==> src/hdl/flash_ctl_pkg.sv <==
// constants shared by the flash control device end and the cpu end.
// assumes one clock, clk_i, at 125 MHz and one asynchronous active-low reset.
package flash_ctl_pkg;

	localparam int ADDR_W = 12;
	localparam int DATA_W = 8;

	// device register map
	localparam logic [11:0] WRITE_PROTECT_OFF = 12'hfe8;
	localparam logic [11:0] STANDBY_OFF = 12'hfe9;

	// write-protect control fields
	localparam int KEY_LSB = 4;
	localparam int KEY_W = 4;
	localparam int FORCED_ONE_BIT = 3;
	localparam logic [3:0] KEY_ENABLE = 4'h3;
	localparam logic [3:0] KEY_LOCK = 4'hc;
	localparam logic [3:0] KEY_RESET = KEY_LOCK;
	localparam logic [3:0] LOW_NIBBLE_READ = 4'h0;

	// standby control fields
	localparam int CUTOFF_BIT = 0;
	localparam logic STANDBY_RESET = 1'b0;
	localparam logic [7:0] STANDBY_READ = 8'h00;

	// controller registers seen over axi4-lite (byte addresses)
	localparam logic [3:0] CTL_REG_ACCESS_OFF = 4'h0;
	localparam logic [3:0] CTL_EVENT_OFF = 4'h4;
	localparam logic [3:0] CTL_MODE_OFF = 4'h8;
	localparam logic [3:0] CTL_STATUS_OFF = 4'hc;

	// reg access word: data [7:0], address [19:8], read flag [24]
	localparam int ACC_DATA_LSB = 0;
	localparam int ACC_ADDR_LSB = 8;
	localparam int ACC_READ_BIT = 24;

	// event word bits
	localparam int EV_FLASH_ACCESS_BIT = 0;
	localparam int EV_IRQ_BIT = 1;
	localparam int EV_CMD_WRITE_BIT = 2;

	// mode word bits
	localparam int MODE_FETCH_FLASH_BIT = 0;
	localparam int MODE_LOW_POWER_BIT = 1;

	// status word fields
	localparam int ST_RDATA_LSB = 0;
	localparam int ST_CUTOFF_BIT = 8;
	localparam int ST_CMD_ENABLE_BIT = 9;
	localparam int ST_STANDBY_BIT = 10;
	localparam int ST_FETCH_FLASH_BIT = 11;
	localparam int ST_LOW_POWER_BIT = 12;
	localparam int ST_CMD_COUNT_LSB = 16;
	localparam int ST_VEC_COUNT_LSB = 24;

	localparam logic [1:0] RESP_OKAY = 2'h0;
	localparam logic [1:0] RESP_SLVERR = 2'h2;
	localparam logic [31:0] AXI_ZERO = 32'h0000_0000;

endpackage
==> src/hdl/flash_ctl_if.sv <==
// register-level link between the cpu end and the flash control device end.
// assumes both ends run on the same clock; no crossing is needed.
`timescale 1ns/1ns
interface flash_ctl_if;
	import flash_ctl_pkg::*;

	// cpu to device
	logic [11:0] reg_addr;
	logic [7:0] reg_wdata;
	logic reg_wr;
	logic reg_rd;
	logic fetch_in_flash;
	logic low_power;
	logic flash_access;
	logic irq_taken;
	logic cmd_write;
	// device to cpu
	logic [7:0] reg_rdata;
	logic cmd_enable;
	logic standby;
	logic cutoff;
	logic cmd_accept;
	logic vector_fetch;

	modport dev (
		input reg_addr, reg_wdata, reg_wr, reg_rd, fetch_in_flash, low_power,
		input flash_access, irq_taken, cmd_write,
		output reg_rdata, cmd_enable, standby, cutoff, cmd_accept, vector_fetch
	);

	modport cpu (
		output reg_addr, reg_wdata, reg_wr, reg_rd, fetch_in_flash, low_power,
		output flash_access, irq_taken, cmd_write,
		input reg_rdata, cmd_enable, standby, cutoff, cmd_accept, vector_fetch
	);
endinterface

==> src/hdl/flash_ctl_cpu.sv <==
// cpu end: takes orders from software over axi4-lite and drives the link.
// assumes one write and one read at most in flight; link on the same clock.
`timescale 1ns/1ns
module flash_ctl_cpu
	import flash_ctl_pkg::*;
(
	input wire logic clk_i,
	input wire logic reset_n_i,
	flash_ctl_if.cpu link,
	input wire logic [31:0] awaddr_i,
	input wire logic awvalid_i,
	output logic awready_o,
	input wire logic [31:0] wdata_i,
	input wire logic [3:0] wstrb_i,
	input wire logic wvalid_i,
	output logic wready_o,
	output logic [1:0] bresp_o,
	output logic bvalid_o,
	input wire logic bready_i,
	input wire logic [31:0] araddr_i,
	input wire logic arvalid_i,
	output logic arready_o,
	output logic [31:0] rdata_o,
	output logic [1:0] rresp_o,
	output logic rvalid_o,
	input wire logic rready_i
);

	logic aw_rdy_reg, w_rdy_reg, bvalid_reg, ar_rdy_reg, rvalid_reg;
	logic [3:0] awaddr_reg;
	logic [31:0] wdata_reg;
	logic [1:0] bresp_reg, rresp_reg;
	logic [31:0] rdata_reg;
	logic [11:0] addr_reg;
	logic [7:0] wd_reg;
	logic wr_reg, rd_reg, access_reg, irq_reg, cmdw_reg, fetch_reg, lp_reg;
	logic [7:0] cmd_count_reg, vec_count_reg;

	// only the lowest sixteen bytes of the window are decoded
	function automatic logic in_window(input logic [31:0] addr);
		return addr[31:4] == 28'h0;
	endfunction

	// the event counters wrap and read back as rolling totals
	function automatic logic [7:0] count_up(input logic [7:0] count);
		return count + 8'h01;
	endfunction

	wire logic aw_have = !aw_rdy_reg;
	wire logic w_have = !w_rdy_reg;
	wire logic do_write = aw_have && w_have && !bvalid_reg;
	wire logic [11:0] acc_addr = wdata_reg[ACC_ADDR_LSB +: ADDR_W];
	wire logic acc_read = wdata_reg[ACC_READ_BIT];
	wire logic [3:0] acc_key = wdata_reg[ACC_DATA_LSB + KEY_LSB +: KEY_W];
	wire logic key_legal = acc_key == KEY_LOCK || acc_key == KEY_ENABLE;
	wire logic to_protect = acc_addr == WRITE_PROTECT_OFF;
	wire logic acc_ok = acc_read || !to_protect || key_legal;
	wire logic [7:0] acc_data = to_protect
		? (wdata_reg[7:0] | 8'(1 << FORCED_ONE_BIT))
		: wdata_reg[7:0];
	wire logic ev_access = wdata_reg[EV_FLASH_ACCESS_BIT];
	wire logic ev_ok = !(ev_access && link.standby);
	wire logic new_fetch = wdata_reg[MODE_FETCH_FLASH_BIT];
	wire logic back_to_flash = new_fetch && !fetch_reg && link.standby;
	wire logic sel_acc = awaddr_reg == CTL_REG_ACCESS_OFF;
	wire logic sel_ev = awaddr_reg == CTL_EVENT_OFF;
	wire logic sel_mode = awaddr_reg == CTL_MODE_OFF;
	wire logic wr_ok = (sel_acc && acc_ok) || (sel_ev && ev_ok) || sel_mode;
	wire logic go_acc = do_write && sel_acc && acc_ok;
	wire logic go_ev = do_write && sel_ev && ev_ok;
	wire logic go_mode = do_write && sel_mode;
	wire logic lanes = wstrb_i != 4'h0;
	wire logic [3:0] ar_off = araddr_i[3:0];
	wire logic ar_status = ar_off == CTL_STATUS_OFF && in_window(araddr_i);
	wire logic [31:0] status_word = {vec_count_reg, cmd_count_reg, 3'h0,
		lp_reg, fetch_reg, link.standby, link.cmd_enable, link.cutoff,
		link.reg_rdata};

	// write address and data channels, taken in either order
	always_ff @(posedge clk_i or negedge reset_n_i) begin
		if (!reset_n_i) begin
			aw_rdy_reg <= 1'b1;
			w_rdy_reg <= 1'b1;
			bvalid_reg <= 1'b0;
			bresp_reg <= RESP_OKAY;
			awaddr_reg <= 4'h0;
			wdata_reg <= AXI_ZERO;
		end else begin
			if (awvalid_i && aw_rdy_reg) begin
				aw_rdy_reg <= 1'b0;
				awaddr_reg <= in_window(awaddr_i) ? awaddr_i[3:0] : 4'h3;
			end
			if (wvalid_i && w_rdy_reg) begin
				w_rdy_reg <= 1'b0;
				wdata_reg <= lanes ? wdata_i : AXI_ZERO;
			end
			if (do_write) begin
				bvalid_reg <= 1'b1;
				bresp_reg <= wr_ok ? RESP_OKAY : RESP_SLVERR;
			end else if (bvalid_reg && bready_i) begin
				bvalid_reg <= 1'b0;
				aw_rdy_reg <= 1'b1;
				w_rdy_reg <= 1'b1;
			end
		end
	end

	// link drive: one-cycle pulses with their address and data
	always_ff @(posedge clk_i or negedge reset_n_i) begin
		if (!reset_n_i) begin
			addr_reg <= 12'h000;
			wd_reg <= 8'h00;
			wr_reg <= 1'b0;
			rd_reg <= 1'b0;
			access_reg <= 1'b0;
			irq_reg <= 1'b0;
			cmdw_reg <= 1'b0;
		end else begin
			wr_reg <= 1'b0;
			rd_reg <= 1'b0;
			access_reg <= 1'b0;
			irq_reg <= 1'b0;
			cmdw_reg <= 1'b0;
			if (go_acc) begin
				addr_reg <= acc_addr;
				wd_reg <= acc_data;
				wr_reg <= !acc_read;
				rd_reg <= acc_read;
			end
			if (go_ev) begin
				access_reg <= ev_access;
				irq_reg <= wdata_reg[EV_IRQ_BIT];
				cmdw_reg <= wdata_reg[EV_CMD_WRITE_BIT];
			end
			if (go_mode && back_to_flash) begin
				addr_reg <= STANDBY_OFF;
				wd_reg <= 8'h00;
				wr_reg <= 1'b1;
			end
		end
	end

	// held mode levels; code starts out running from the flash array
	always_ff @(posedge clk_i or negedge reset_n_i) begin
		if (!reset_n_i) begin
			fetch_reg <= 1'b1;
			lp_reg <= 1'b0;
		end else begin
			if (go_mode) begin
				fetch_reg <= new_fetch;
				lp_reg <= wdata_reg[MODE_LOW_POWER_BIT];
			end
		end
	end

	// event counters fed by the device's one-cycle answers
	always_ff @(posedge clk_i or negedge reset_n_i) begin
		if (!reset_n_i) begin
			cmd_count_reg <= 8'h00;
			vec_count_reg <= 8'h00;
		end else begin
			if (link.cmd_accept) begin
				cmd_count_reg <= count_up(cmd_count_reg);
			end
			if (link.vector_fetch) begin
				vec_count_reg <= count_up(vec_count_reg);
			end
		end
	end

	// read channel: only the status word is readable
	always_ff @(posedge clk_i or negedge reset_n_i) begin
		if (!reset_n_i) begin
			ar_rdy_reg <= 1'b1;
			rvalid_reg <= 1'b0;
			rdata_reg <= AXI_ZERO;
			rresp_reg <= RESP_OKAY;
		end else begin
			if (arvalid_i && ar_rdy_reg) begin
				ar_rdy_reg <= 1'b0;
				rvalid_reg <= 1'b1;
				rdata_reg <= ar_status ? status_word : AXI_ZERO;
				rresp_reg <= ar_status ? RESP_OKAY : RESP_SLVERR;
			end else if (rvalid_reg && rready_i) begin
				rvalid_reg <= 1'b0;
				ar_rdy_reg <= 1'b1;
			end
		end
	end

	assign link.reg_addr = addr_reg;
	assign link.reg_wdata = wd_reg;
	assign link.reg_wr = wr_reg;
	assign link.reg_rd = rd_reg;
	assign link.flash_access = access_reg;
	assign link.irq_taken = irq_reg;
	assign link.cmd_write = cmdw_reg;
	assign link.fetch_in_flash = fetch_reg;
	assign link.low_power = lp_reg;
	assign awready_o = aw_rdy_reg;
	assign wready_o = w_rdy_reg;
	assign bvalid_o = bvalid_reg;
	assign bresp_o = bresp_reg;
	assign arready_o = ar_rdy_reg;
	assign rvalid_o = rvalid_reg;
	assign rdata_o = rdata_reg;
	assign rresp_o = rresp_reg;

endmodule // flash_ctl_cpu

==> src/flat_wrapper.sv <==
// flat-port wrapper written by rule: the top's interface ports become plain ports
module flash_ctl_cpu_flat import flash_ctl_pkg::*;
  (clk_i, reset_n_i, awaddr_i, awvalid_i, awready_o, wdata_i, wstrb_i, wvalid_i, wready_o, bresp_o, bvalid_o, bready_i, araddr_i, arvalid_i, arready_o, rdata_o, rresp_o, rvalid_o, rready_i, link_reg_addr, link_reg_wdata, link_reg_wr, link_reg_rd, link_fetch_in_flash, link_low_power, link_flash_access, link_irq_taken, link_cmd_write, link_reg_rdata, link_cmd_enable, link_standby, link_cutoff, link_cmd_accept, link_vector_fetch);
  flash_ctl_if link_i ();
  input wire logic clk_i;
  input wire logic reset_n_i;
  input wire logic [31:0] awaddr_i;
  input wire logic awvalid_i;
  output logic awready_o;
  input wire logic [31:0] wdata_i;
  input wire logic [3:0] wstrb_i;
  input wire logic wvalid_i;
  output logic wready_o;
  output logic [1:0] bresp_o;
  output logic bvalid_o;
  input wire logic bready_i;
  input wire logic [31:0] araddr_i;
  input wire logic arvalid_i;
  output logic arready_o;
  output logic [31:0] rdata_o;
  output logic [1:0] rresp_o;
  output logic rvalid_o;
  input wire logic rready_i;
  output wire logic [$bits(link_i.reg_addr)-1:0] link_reg_addr;
  output wire logic [$bits(link_i.reg_wdata)-1:0] link_reg_wdata;
  output wire logic [$bits(link_i.reg_wr)-1:0] link_reg_wr;
  output wire logic [$bits(link_i.reg_rd)-1:0] link_reg_rd;
  output wire logic [$bits(link_i.fetch_in_flash)-1:0] link_fetch_in_flash;
  output wire logic [$bits(link_i.low_power)-1:0] link_low_power;
  output wire logic [$bits(link_i.flash_access)-1:0] link_flash_access;
  output wire logic [$bits(link_i.irq_taken)-1:0] link_irq_taken;
  output wire logic [$bits(link_i.cmd_write)-1:0] link_cmd_write;
  input wire logic [$bits(link_i.reg_rdata)-1:0] link_reg_rdata;
  input wire logic [$bits(link_i.cmd_enable)-1:0] link_cmd_enable;
  input wire logic [$bits(link_i.standby)-1:0] link_standby;
  input wire logic [$bits(link_i.cutoff)-1:0] link_cutoff;
  input wire logic [$bits(link_i.cmd_accept)-1:0] link_cmd_accept;
  input wire logic [$bits(link_i.vector_fetch)-1:0] link_vector_fetch;
  assign link_reg_addr = link_i.reg_addr;
  assign link_reg_wdata = link_i.reg_wdata;
  assign link_reg_wr = link_i.reg_wr;
  assign link_reg_rd = link_i.reg_rd;
  assign link_fetch_in_flash = link_i.fetch_in_flash;
  assign link_low_power = link_i.low_power;
  assign link_flash_access = link_i.flash_access;
  assign link_irq_taken = link_i.irq_taken;
  assign link_cmd_write = link_i.cmd_write;
  assign link_i.reg_rdata = link_reg_rdata;
  assign link_i.cmd_enable = link_cmd_enable;
  assign link_i.standby = link_standby;
  assign link_i.cutoff = link_cutoff;
  assign link_i.cmd_accept = link_cmd_accept;
  assign link_i.vector_fetch = link_vector_fetch;
  flash_ctl_cpu u_core (.clk_i(clk_i), .reset_n_i(reset_n_i), .link(link_i), .awaddr_i(awaddr_i), .awvalid_i(awvalid_i), .awready_o(awready_o), .wdata_i(wdata_i), .wstrb_i(wstrb_i), .wvalid_i(wvalid_i), .wready_o(wready_o), .bresp_o(bresp_o), .bvalid_o(bvalid_o), .bready_i(bready_i), .araddr_i(araddr_i), .arvalid_i(arvalid_i), .arready_o(arready_o), .rdata_o(rdata_o), .rresp_o(rresp_o), .rvalid_o(rvalid_o), .rready_i(rready_i));
endmodule
==> config.mk <==
export PLATFORM = sky130hd
export DESIGN_NAME = flash_ctl_cpu_flat
export DESIGN_NICKNAME = d
export VERILOG_FILES = /design/src/hdl/flash_ctl_pkg.sv /design/src/hdl/flash_ctl_if.sv /design/src/hdl/flash_ctl_cpu.sv /design/src/flat_wrapper.sv
export SDC_FILE = /design/constraint.sdc
export NUM_CORES = 1
export LEC_CHECK = 0
export BUFFER_PORTS_ARGS = -buffer_cell sky130_fd_sc_hd__buf_2
export CAP_MARGIN = 0
export CORE_MARGIN = 1.5
export CORE_UTILIZATION = 45
export CTS_CLUSTER_DIAMETER = 60
export DETAILED_ROUTE_END_ITERATION = 12
export PLACE_DENSITY = 0.88
export SETUP_SLACK_MARGIN = 0.15
export SYNTH_ARGS = -nofsm -noshare
export SYNTH_HDL_FRONTEND = slang
export SYNTH_SLANG_ARGS = --single-unit
==> constraint.sdc <==
create_clock -name clk_i -period 5.4 [get_ports clk_i]
set_input_delay 0.81 -clock clk_i [delete_from_list [all_inputs] [get_ports clk_i]]
set_output_delay 0.81 -clock clk_i [all_outputs]
set_load 0.02 [all_outputs]
== After elaboration in Yosys (flattened, before gate mapping) ==
Cells that the tools add are included.

* Muxes and demuxes: 28
* Eq/ne operators: 6
* Reduce and logical (&&, ||, !) cells: 38
* Add/sub/neg operators: 2

{| class="wikitable"
|+ Operator list
! kind !! count
|-
| $logic_not A28 Y1 || 2
|-
| $mux W32 || 1
|-
| $mux W25 || 1
|-
| $mux W12 || 2
|-
| $logic_and A1 B1 Y1 || 19
|-
| $mux W1 || 18
|-
| $add A8 B1 Y8 const B || 2
|-
| $mux W8 || 2
|-
| $eq A12 B12 Y1 const B || 1
|-
| $eq A4 B4 Y1 const B || 3
|-
| $mux W4 || 2
|-
| $logic_not A1 Y1 || 7
|-
| $reduce_bool A2 Y1 || 3
|-
| $logic_or A1 B1 Y1 || 5
|-
| $eq A4 B2 Y1 const B || 1
|-
| $eq A4 B3 Y1 const B || 1
|-
| $logic_not A4 Y1 || 1
|-
| $mux W2 || 2
|-
| $reduce_bool A4 Y1 || 1
|}

* Flip-flop bits (word level): 113
* Logic and storage cells: 95
* Output and inout port bits: 68
* Bits of input ports: 120

== Depth between registers and ports, before layout ==
Gate-level depths: netlist of the first run.

* Depth after elaboration: 8
* Mapped depth: 6
* Gate-level depth less buffers: 4

== Worst setup path before layout of the first run ==
Ideal clock, no wire load.

* Path type: input to register
* Start point: input araddr_i[1]
* End point: register u_core.rdata_reg[0], in the netlist u_core.rdata_o[0]
* Data required time: 5334 ps
* Setup slack: 3321 ps
* Path buffers: 1
* Stages on the path: 5
* Arrival time: 2013 ps
* Library setup time: 66 ps
* Path through: nor4_1 > nand4_1 > nor4_1 > clkbuf_1 > a22o_1

* Longest elaborated chain between the ends: 3

{| class="wikitable"
|+ RTL lines
! item !! line !! source
|-
| from (decl) || flat_wrapper.sv:17 || <nowiki>input wire logic [31:0] araddr_i;</nowiki>
|-
| $eq A4 B4 Y1 || flash_ctl_cpu.sv:74 || <nowiki>wire logic ar_status = ar_off == CTL_STATUS_OFF && in_window(araddr_i);</nowiki>
|-
| $logic_and A1 B1 Y1 || flash_ctl_cpu.sv:74 ||
|-
| $mux W32 || flash_ctl_cpu.sv:182 || <nowiki>rdata_reg <= ar_status ? status_word : AXI_ZERO;</nowiki>
|-
| to (signal assigned) || flash_ctl_cpu.sv:182 ||
|-
| to (decl) || flash_ctl_cpu.sv:33 || <nowiki>logic [31:0] rdata_reg;</nowiki>
|}

Every way passes these cells.
A chain may end at the register's enable or synchronous reset.

== Final worst setup path of the first run ==
* Start point: register u_core.wdata_reg[9]
* End point: register u_core.addr_reg[0], in the netlist u_core.link.reg_addr[0]

* Longest elaborated chain between the ends: 6

{| class="wikitable"
|+ RTL lines
! item !! line !! source
|-
| from (decl) || flash_ctl_cpu.sv:31 || <nowiki>logic [31:0] wdata_reg;</nowiki>
|-
| from (signal assigned) || flash_ctl_cpu.sv:95 || <nowiki>wdata_reg <= lanes ? wdata_i : AXI_ZERO;</nowiki>
|-
| $eq A12 B12 Y1 || flash_ctl_cpu.sv:56 || <nowiki>wire logic to_protect = acc_addr == WRITE_PROTECT_OFF;</nowiki>
|-
| $logic_not A1 Y1 || flash_ctl_cpu.sv:57 || <nowiki>wire logic acc_ok = acc_read || !to_protect || key_legal;</nowiki>
|-
| $logic_or A1 B1 Y1 (2 in series) || flash_ctl_cpu.sv:57 ||
|-
| $logic_and A1 B1 Y1 || flash_ctl_cpu.sv:69 || <nowiki>wire logic go_acc = do_write && sel_acc && acc_ok;</nowiki>
|-
| $reduce_bool A2 Y1 (no source line) || n/a ||
|-
| to (signal assigned) || flash_ctl_cpu.sv:125 || <nowiki>addr_reg <= acc_addr;</nowiki>
|-
| to (decl) || flash_ctl_cpu.sv:34 || <nowiki>logic [11:0] addr_reg;</nowiki>
|}

Every way passes these cells.

==> results.cfg, run 1 <==
[outcome]
status = completed

[finish]
multi_input_area_sq_mm = 0.00152
area_delta_synth_final_pct = 26.5
regArea_sq_mm = 0.00261
largest_reg_flops = 29
drive_above_1_share_pct = 40.4
nFillCells = 783
nets = 634
fin_util_pct = 58.7
diodes = 0

[floorplan]
die_area_sq_mm = 0.0101
pin_count = 188
die_h_um = 101
die_x_um = 101
coreArea_sq_mm = 0.00924
row_count = 35
initial_core_util_pct = 46.4

[clock_tree]
cts_tree = done
htreeDepth = 3
clkTransAtPathRegs_ns = 0.10
clock_path_buffers = 2
post_cts_resized = 0
cts_hold_buf = 0
clock-root-buffer = clkbuf_8
clock_latency_ns = 0.35
cts_buffers = 9
cts_setup_buffers = 0
clkSinkCount = 104

[logic_synthesis]
ys_seq_elements = 104
synth_area_sq_mm = 0.00429
synth_top_cell_area_share_pct = 58.4
yosysSeqAreaShare_pct = 60.8
synth.avg_cell_area_sq_um = 12.5
ys_warn_count = 0
ys_types = 41
synth_ff_type = dfrtp_1
synth_edf_count = 0
ys_top_cells_by_count = dfrtp_1, a22o_1, nand2_1
synthTopCellsByArea = dfrtp_1, a22o_1, mux2_4
async_reset_ff_share_pct = 100
netlist_instances = 343
yosysMostFrequentCell = dfrtp_1
synth.largest_area_cell = dfrtp_1

[timing]
slew_headroom_pct = 28.5
setup_viol = 0
finalHoldViolations = 0
final.setup.tns_ns = 0
finClkSkew_ns = 0.0115
whs_ns = 0.430
clock.fmax_mhz = 384
fin_crit_ns = 2.60
worst-slew-pin-transition_ns = 1.07
rsz0062_at_grt = no
report.final.slew_viol_count = 0
fin_crit_sh_pct = 48.2

[global_routing]
grt_max_degree = 64
gr-total-overflow = 0
grt_pass1_wl_mm = 16.6
grt_usage_pct = 20.9
antenna_found_initial = 0
grt_pass1_vias = 3429

[setup_path]
cp-start-kind = register
r2r_slack_ns = 2.80
cp-end-kind = register
critPathMaxFanout = 21
critPathKind = register to register
worstPathArrival_ns = 2.84
cp.required_ns = 5.63

[pwr]
leakagePower_uw = 0.00292
ir_worst_vdd_mv = 0.241
power_density_mw_per_mm2 = 437

[detailed_routing]
routed_wl_mm = 10.1
remaining_drc_errors = 0
antenna_left = 0
avgRoutedWirePerCell_um = 15.7
first_pass_iters = 4
via_count = 3349
drt-initial-drc-count = 64
vias_per_cell = 5.18

[place]
place.detailed.hpwl_mm = 7.58
gp_congestion = 0.806
port_buffers = 171

[job]
cap_viol_max_count = 0

[worst_hold_path]
min_path_type = input port to asynchronous set/reset pin
stage by stage:
step | power, uW | area (sq um) | setup slack [ns] | cells
after floorplan | 1670 | 4300 | 3.32 | 347
after global placement | 1880 | 5230 | 2.81 | 630
after detailed placement | 1930 | 5230 | 2.79 | 630
after CTS | 2400 | 5420 | 2.77 | 646
after global routing | 2520 | 5420 | 2.71 | 646
final | 2370 | 5420 | 2.80 | 646
cells by family after synthesis:
family	synth area share, %
DFF	60.8
other	0.0875
muxes	6.16
AOI/OAI and AO/OA	13.0
xor gates and xnor gates	2.86
adders and majority gates	0.584
buffers and inverters	4.15
and+or+nand+nor	12.4
report_power, final:
| part | leakage [uW] | total, uW | internal (uW) | switching (uW) |
|---|---|---|---|---|
| clock | 0.0000963 | 460 | 197 | 263 |
| sequential | 0.00134 | 1190 | 1010 | 185 |
| combinational | 0.00149 | 720 | 335 | 385 |
final cells by class:
class                      instances  area share, %
multi-input combinational        207           28.1
clock inverter                     5          0.715
sequential                       104           48.1
timing repair buffer             174           16.2
inverter                          16           1.11
clock buffer                      11           2.79
tap                              129           2.98
cells in the final DEF (no fill, tap or decap), drive strengths merged, types with 2 or more instances in the layout:
cell type and count:
dfrtp 100, mux2i 11, dfstp 4, and3 4
nor2 10, inv 18, ha 2, o21ai 11
nor4 16, conb 5, a22o 52, nand2 27
nand4 9, buf 174, clkbuf 11, nor3 7
nand2b 9, mux2 11, xor2 6, clkinv 2
xnor2 8, nand3 4, nor4bb 2, or3 4
worst paths after layout:
kind / to / cells past startpoint / startpoint
worst max-delay path: u_core.link.reg_addr[0] / 4 / u_core.wdata_reg[9]
worst min-delay path: u_core.rdata_o[0] / 1 / reset_n_i
worst max register to register: u_core.link.reg_addr[0] / 4 / u_core.wdata_reg[9]
worst min register to register: u_core.cmd_count_reg[7] / 1 / u_core.cmd_count_reg[7]
max in group asynchronous: u_core.link.reg_wdata[3] / 2 / reset_n_i
min in group clk_i: u_core.cmd_count_reg[7] / 1 / u_core.cmd_count_reg[7]
worst max-delay path, stage by stage (launching register included):
cell and delay [ns]:
dfrtp_1 0.41, or4b_1 0.52, or3_4 0.43, o21ai_4 0.72, mux2_1 0.38
routing by layer:
| layer | routed length [um] | up-vias | track usage (%) |
|---|---|---|---|
| li1 | - | 1575 | - |
| met1 | 4160 | 1645 | 25.1 |
| met2 | 5280 | 113 | 37.7 |
| met3 | 514 | 16 | 4.44 |
| met4 | 161 | 0 | 6.39 |
| met5 | 0 | - | 0 |
(Power assumes the default switching activity.)
==> run 2, diff against run 1 <==
- clock period: 5.4 -> 2.7 ns (I/O delays scaled with it)
==> results.cfg, run 2 (synthesis results as in run 1) <==
[detailed_routing]
first_pass_iters = 6
antenna_left = 0
remaining_drc_errors = 0
routed_wl_mm = 9.90
via_count = 3360
avgRoutedWirePerCell_um = 15.2
drt-initial-drc-count = 100
vias_per_cell = 5.17

[global_routing]
grt_pass1_wl_mm = 15.9
antenna_found_initial = 0
gr-total-overflow = 0
grt_max_degree = 58
grt_pass1_vias = 3365
grt_usage_pct = 20.0

[setup_path]
path_depth = 5
cp-startpoint = u_core.wdata_reg[9]
cp.required_ns = 2.93
slowest_delay_ns = 0.54
cp-end-kind = register
r2r_slack_ns = 0.33
critPathKind = register to register
worst_r2r_path_depth = 5
worst-path-buf-inv = 1
r2r-end = u_core.link.reg_addr[9]
crit_family = simple AND/OR/NAND/NOR gates
crit_end = u_core.link.reg_addr[9]
path_cells = or4b_1, or3_4, o21ai_4, buf_12, mux2_4
timing.rr.start = u_core.wdata_reg[9]
critPathMaxFanout = 11
cpMaxStageDelayCell = or4b_1
worstPathArrival_ns = 2.60
cp-start-kind = register

[finish]
largest_reg_flops = 29
area_delta_synth_final_pct = 28.3
drive_above_1_share_pct = 40.5
final_cell_mix = buf_2, dfrtp_1, a22o_1
final_common_cell = buf_2
diodes = 0
design_area_sq_mm = 0.00550
nets = 638

[pwr]
leakagePower_uw = 0.00295
ir_worst_vdd_mv = 0.460
power_density_mw_per_mm2 = 885

[place]
port_buffers = 171
place.detailed.hpwl_mm = 7.52
gp_congestion = 0.783
dpl_cell_area_sq_mm = 0.00529

[clock_tree]
cts_tree = done
cts_setup_buffers = 0
clock_latency_ns = 0.34
cts_hold_buf = 0
clkSinkCount = 104
clock_path_buffers = 2
cts_buffers = 9
clkTransAtPathRegs_ns = 0.09
post_cts_resized = 0
htreeDepth = 3
clock-root-buffer = clkbuf_8

[timing]
fin_crit_sh_pct = 87.7
report.final.slew_viol_count = 0
slew_headroom_pct = 47.4
worst-slew-pin-transition_ns = 0.787
clock.fmax_mhz = 422
setup_viol = 0
final.setup.tns_ns = 0
rsz0062_at_grt = no
fin_crit_ns = 2.37
whs_ns = 0.0534
finalHoldViolations = 0
finClkSkew_ns = 0.0103

[worst_hold_path]
min_path_type = input port to asynchronous set/reset pin

[floorplan]
coreArea_sq_mm = 0.00924
pin_count = 188
die_h_um = 101
initial_core_util_pct = 46.4
die_x_um = 101
die_area_sq_mm = 0.0101
row_count = 35

[job]
cap_viol_max_count = 0

[outcome]
status = completed
run 2: cell count changes in the layout (fill, tap and decap cells not counted), sizes merged:
cell,change
bufinv,+2
inv,-2
buf,+4
run 2: worst min path at each step:
stage	endpoint	slack [ns]	cells past startpoint
3_3_place_gp	u_core.rdata_o[0]	0.44	1
5_1_grt	u_core.rdata_o[0]	0.09	1
4_1_cts	u_core.rdata_o[0]	0.07	1
6_report	u_core.rdata_o[0]	0.05	1
3_5_place_dp	u_core.rdata_o[0]	0.46	1
2_1_floorplan	u_core.awaddr_reg[0]	0.11	0
run 2: layer usage:
metal	routed length [um]	vias up	global-route usage [%]
li1	-	1580	-
met4	113	0	5.53
met2	5120	122	35.4
met3	500	13	3.95
met1	4170	1645	24.9
met5	0	-	0
run 2: area by class of cell:
type	count	area, sq um
Clock inverter	5	81.3
Inverter	16	60.1
Fill cell	756	3740
Multi-Input combinational cell	207	1520
Sequential cell	104	2610
Tap cell	129	161
Clock buffer	11	131
Timing Repair Buffer	178	936
run 2: worst register-to-register path, stage by stage (launching register included):
cell	delay (ns)
dfrtp_1	0.40
or4b_1	0.54
or3_4	0.44
o21ai_4	0.36
buf_12	0.21
mux2_4	0.32
run 2: power breakdown:
group	switching (uW)	internal, uW
sequential	375	2010
combinational	769	687
clock	497	524
run 2: per-stage QoR:
step	util (%)	total power, uW	cells	worst slack (ns)
after floorplan	-	3340	347	0.636
after global placement	57.2	3790	634	0.379
after detailed placement	57.2	3880	634	0.333
after CTS	59.5	4910	650	0.310
after global routing	59.5	5160	650	0.265
final	59.5	4870	650	0.331
==> run 3, diff against run 2 <==
--- a/config.mk
+++ b/config.mk
@@ -10,6 +10,6 @@
 export CORE_MARGIN = 1.5
-export CORE_UTILIZATION = 45
+export CORE_UTILIZATION = 40
 export CTS_CLUSTER_DIAMETER = 60
 export DETAILED_ROUTE_END_ITERATION = 12
-export PLACE_DENSITY = 0.88
+export PLACE_DENSITY = 0.8
 export SETUP_SLACK_MARGIN = 0.15
==> constraint.sdc (replaced) <==
create_clock -name clk_i -period 2.7 [get_ports clk_i]
set_input_delay 0.27 -clock clk_i [delete_from_list [all_inputs] [get_ports clk_i]]
set_output_delay 0.27 -clock clk_i [all_outputs]
set_load 0.02 [all_outputs]
==> results.cfg, run 3 (synthesis results as in run 1) <==
[clock_tree]
clock_path_buffers = 2
cts_tree = done
cts_hold_buf = 0
clkSinkCount = 104
cts_setup_buffers = 0
clock-root-buffer = clkbuf_8
clkTransAtPathRegs_ns = 0.11
post_cts_resized = 0
cts_buffers = 9
htreeDepth = 3
clock_latency_ns = 0.36

[global_routing]
grt_pass1_vias = 3339
gr-total-overflow = 0
grt_pass1_wl_mm = 16.3
antenna_found_initial = 0
grt_max_degree = 68
grt_usage_pct = 18.2

[detailed_routing]
remaining_drc_errors = 0
avgRoutedWirePerCell_um = 15.3
first_pass_iters = 5
via_count = 3359
antenna_left = 0
drt-initial-drc-count = 161
routed_wl_mm = 10.1
vias_per_cell = 5.12

[timing]
finalHoldViolations = 4
setup_viol = 0
clock.fmax_mhz = 435
fin_crit_ns = 2.30
final.setup.tns_ns = 0
worst-slew-pin-transition_ns = 0.841
report.final.slew_viol_count = 0
setup_slack_ns = 0.401
fin_crit_sh_pct = 85.2
whs_ns = -0.00475
rsz0062_at_grt = no
finClkSkew_ns = 0.0197
slew_headroom_pct = 43.9

[finish]
final_cell_mix = buf_2, dfrtp_1, a22o_1
largest_reg_flops = 29
nets = 637
final_common_cell = buf_2
area_delta_synth_final_pct = 27.8
diodes = 0
drive_above_1_share_pct = 40.8

[place]
dp_slack_ns = 0.392
port_buffers = 171
gp_congestion = 0.784
place.detailed.hpwl_mm = 7.57

[outcome]
violations = hold timing
status = finished, violations left

[setup_path]
worst_r2r_path_depth = 5
timing.rr.start = u_core.wdata_reg[9]
worstPathArrival_ns = 2.54
cp-startpoint = u_core.wdata_reg[9]
cp.required_ns = 2.94
r2r-end = u_core.link.reg_addr[0]
critPathMaxFanout = 17
r2r_slack_ns = 0.40
critPathKind = register to register
crit_end = u_core.link.reg_addr[0]
cp-end-kind = register
cp-start-kind = register

[floorplan]
die_h_um = 107
row_count = 37
initial_core_util_pct = 41.3
coreArea_sq_mm = 0.0104
die_area_sq_mm = 0.0113
pin_count = 188
die_x_um = 107

[pwr]
power_density_mw_per_mm2 = 866
leakagePower_uw = 0.00293
ir_worst_vdd_mv = 0.478

[job]
cap_viol_max_count = 0

[worst_hold_path]
min_path_type = input port to asynchronous set/reset pin
-- run 3: cell types whose count changed in the layout (fill, tap and decap cells not counted), sizes merged --
cell and delta:
bufinv -2, clkinvlp +1, buf -1, inv +3, clkbuf -1, clkinv -1
-- run 3: report_power, final --
group,internal [uW],switching [uW]
registers,2010,366
clock network,372,537
logic,684,767
-- run 3: worst min-delay path by stage --
stage               slack (ns)                   end  startpoint
CTS                       0.03     u_core.rdata_o[2]   reset_n_i
finish                  -0.005     u_core.rdata_o[6]   reset_n_i
global placement          0.41     u_core.rdata_o[4]   reset_n_i
floorplan                -0.03  u_core.awaddr_reg[0]   reset_n_i
global route              0.06     u_core.rdata_o[5]   reset_n_i
detailed placement        0.43     u_core.rdata_o[2]   reset_n_i
-- run 3: critical path, stage by stage (launching register included) --
cell,delay [ns]
dfrtp_1,0.40
or4b_1,0.53
or3_4,0.43
o21ai_4,0.28
buf_12,0.22
mux2_1,0.33
-- run 3: cell type report --
| class | instances | area, sq um |
|---|---|---|
| Clock buffer | 10 | 138 |
| Tap cell | 136 | 170 |
| Clock inverter | 6 | 50.0 |
| Multi-Input combinational cell | 207 | 1520 |
| Inverter | 16 | 60.1 |
| Fill cell | 930 | 4890 |
| Timing Repair Buffer | 177 | 928 |
| Sequential cell | 104 | 2610 |
-- run 3: metal layers --
layer	part of all wire, %	track usage [%]
met1	43	22.9
met5	0	0
met3	4.8	3.37
met4	0.96	5.14
met2	51	32.0
-- run 3: metrics by stage --
step	utilization (%)	power, uW	instance area, sq um	instances
floorplan	-	3340	4300	347
global placement	51.0	3790	5290	640
detailed placement	51.0	3880	5290	640
CTS	52.8	4800	5480	656
global route	52.8	5040	5480	656
finish	52.8	4740	5480	656
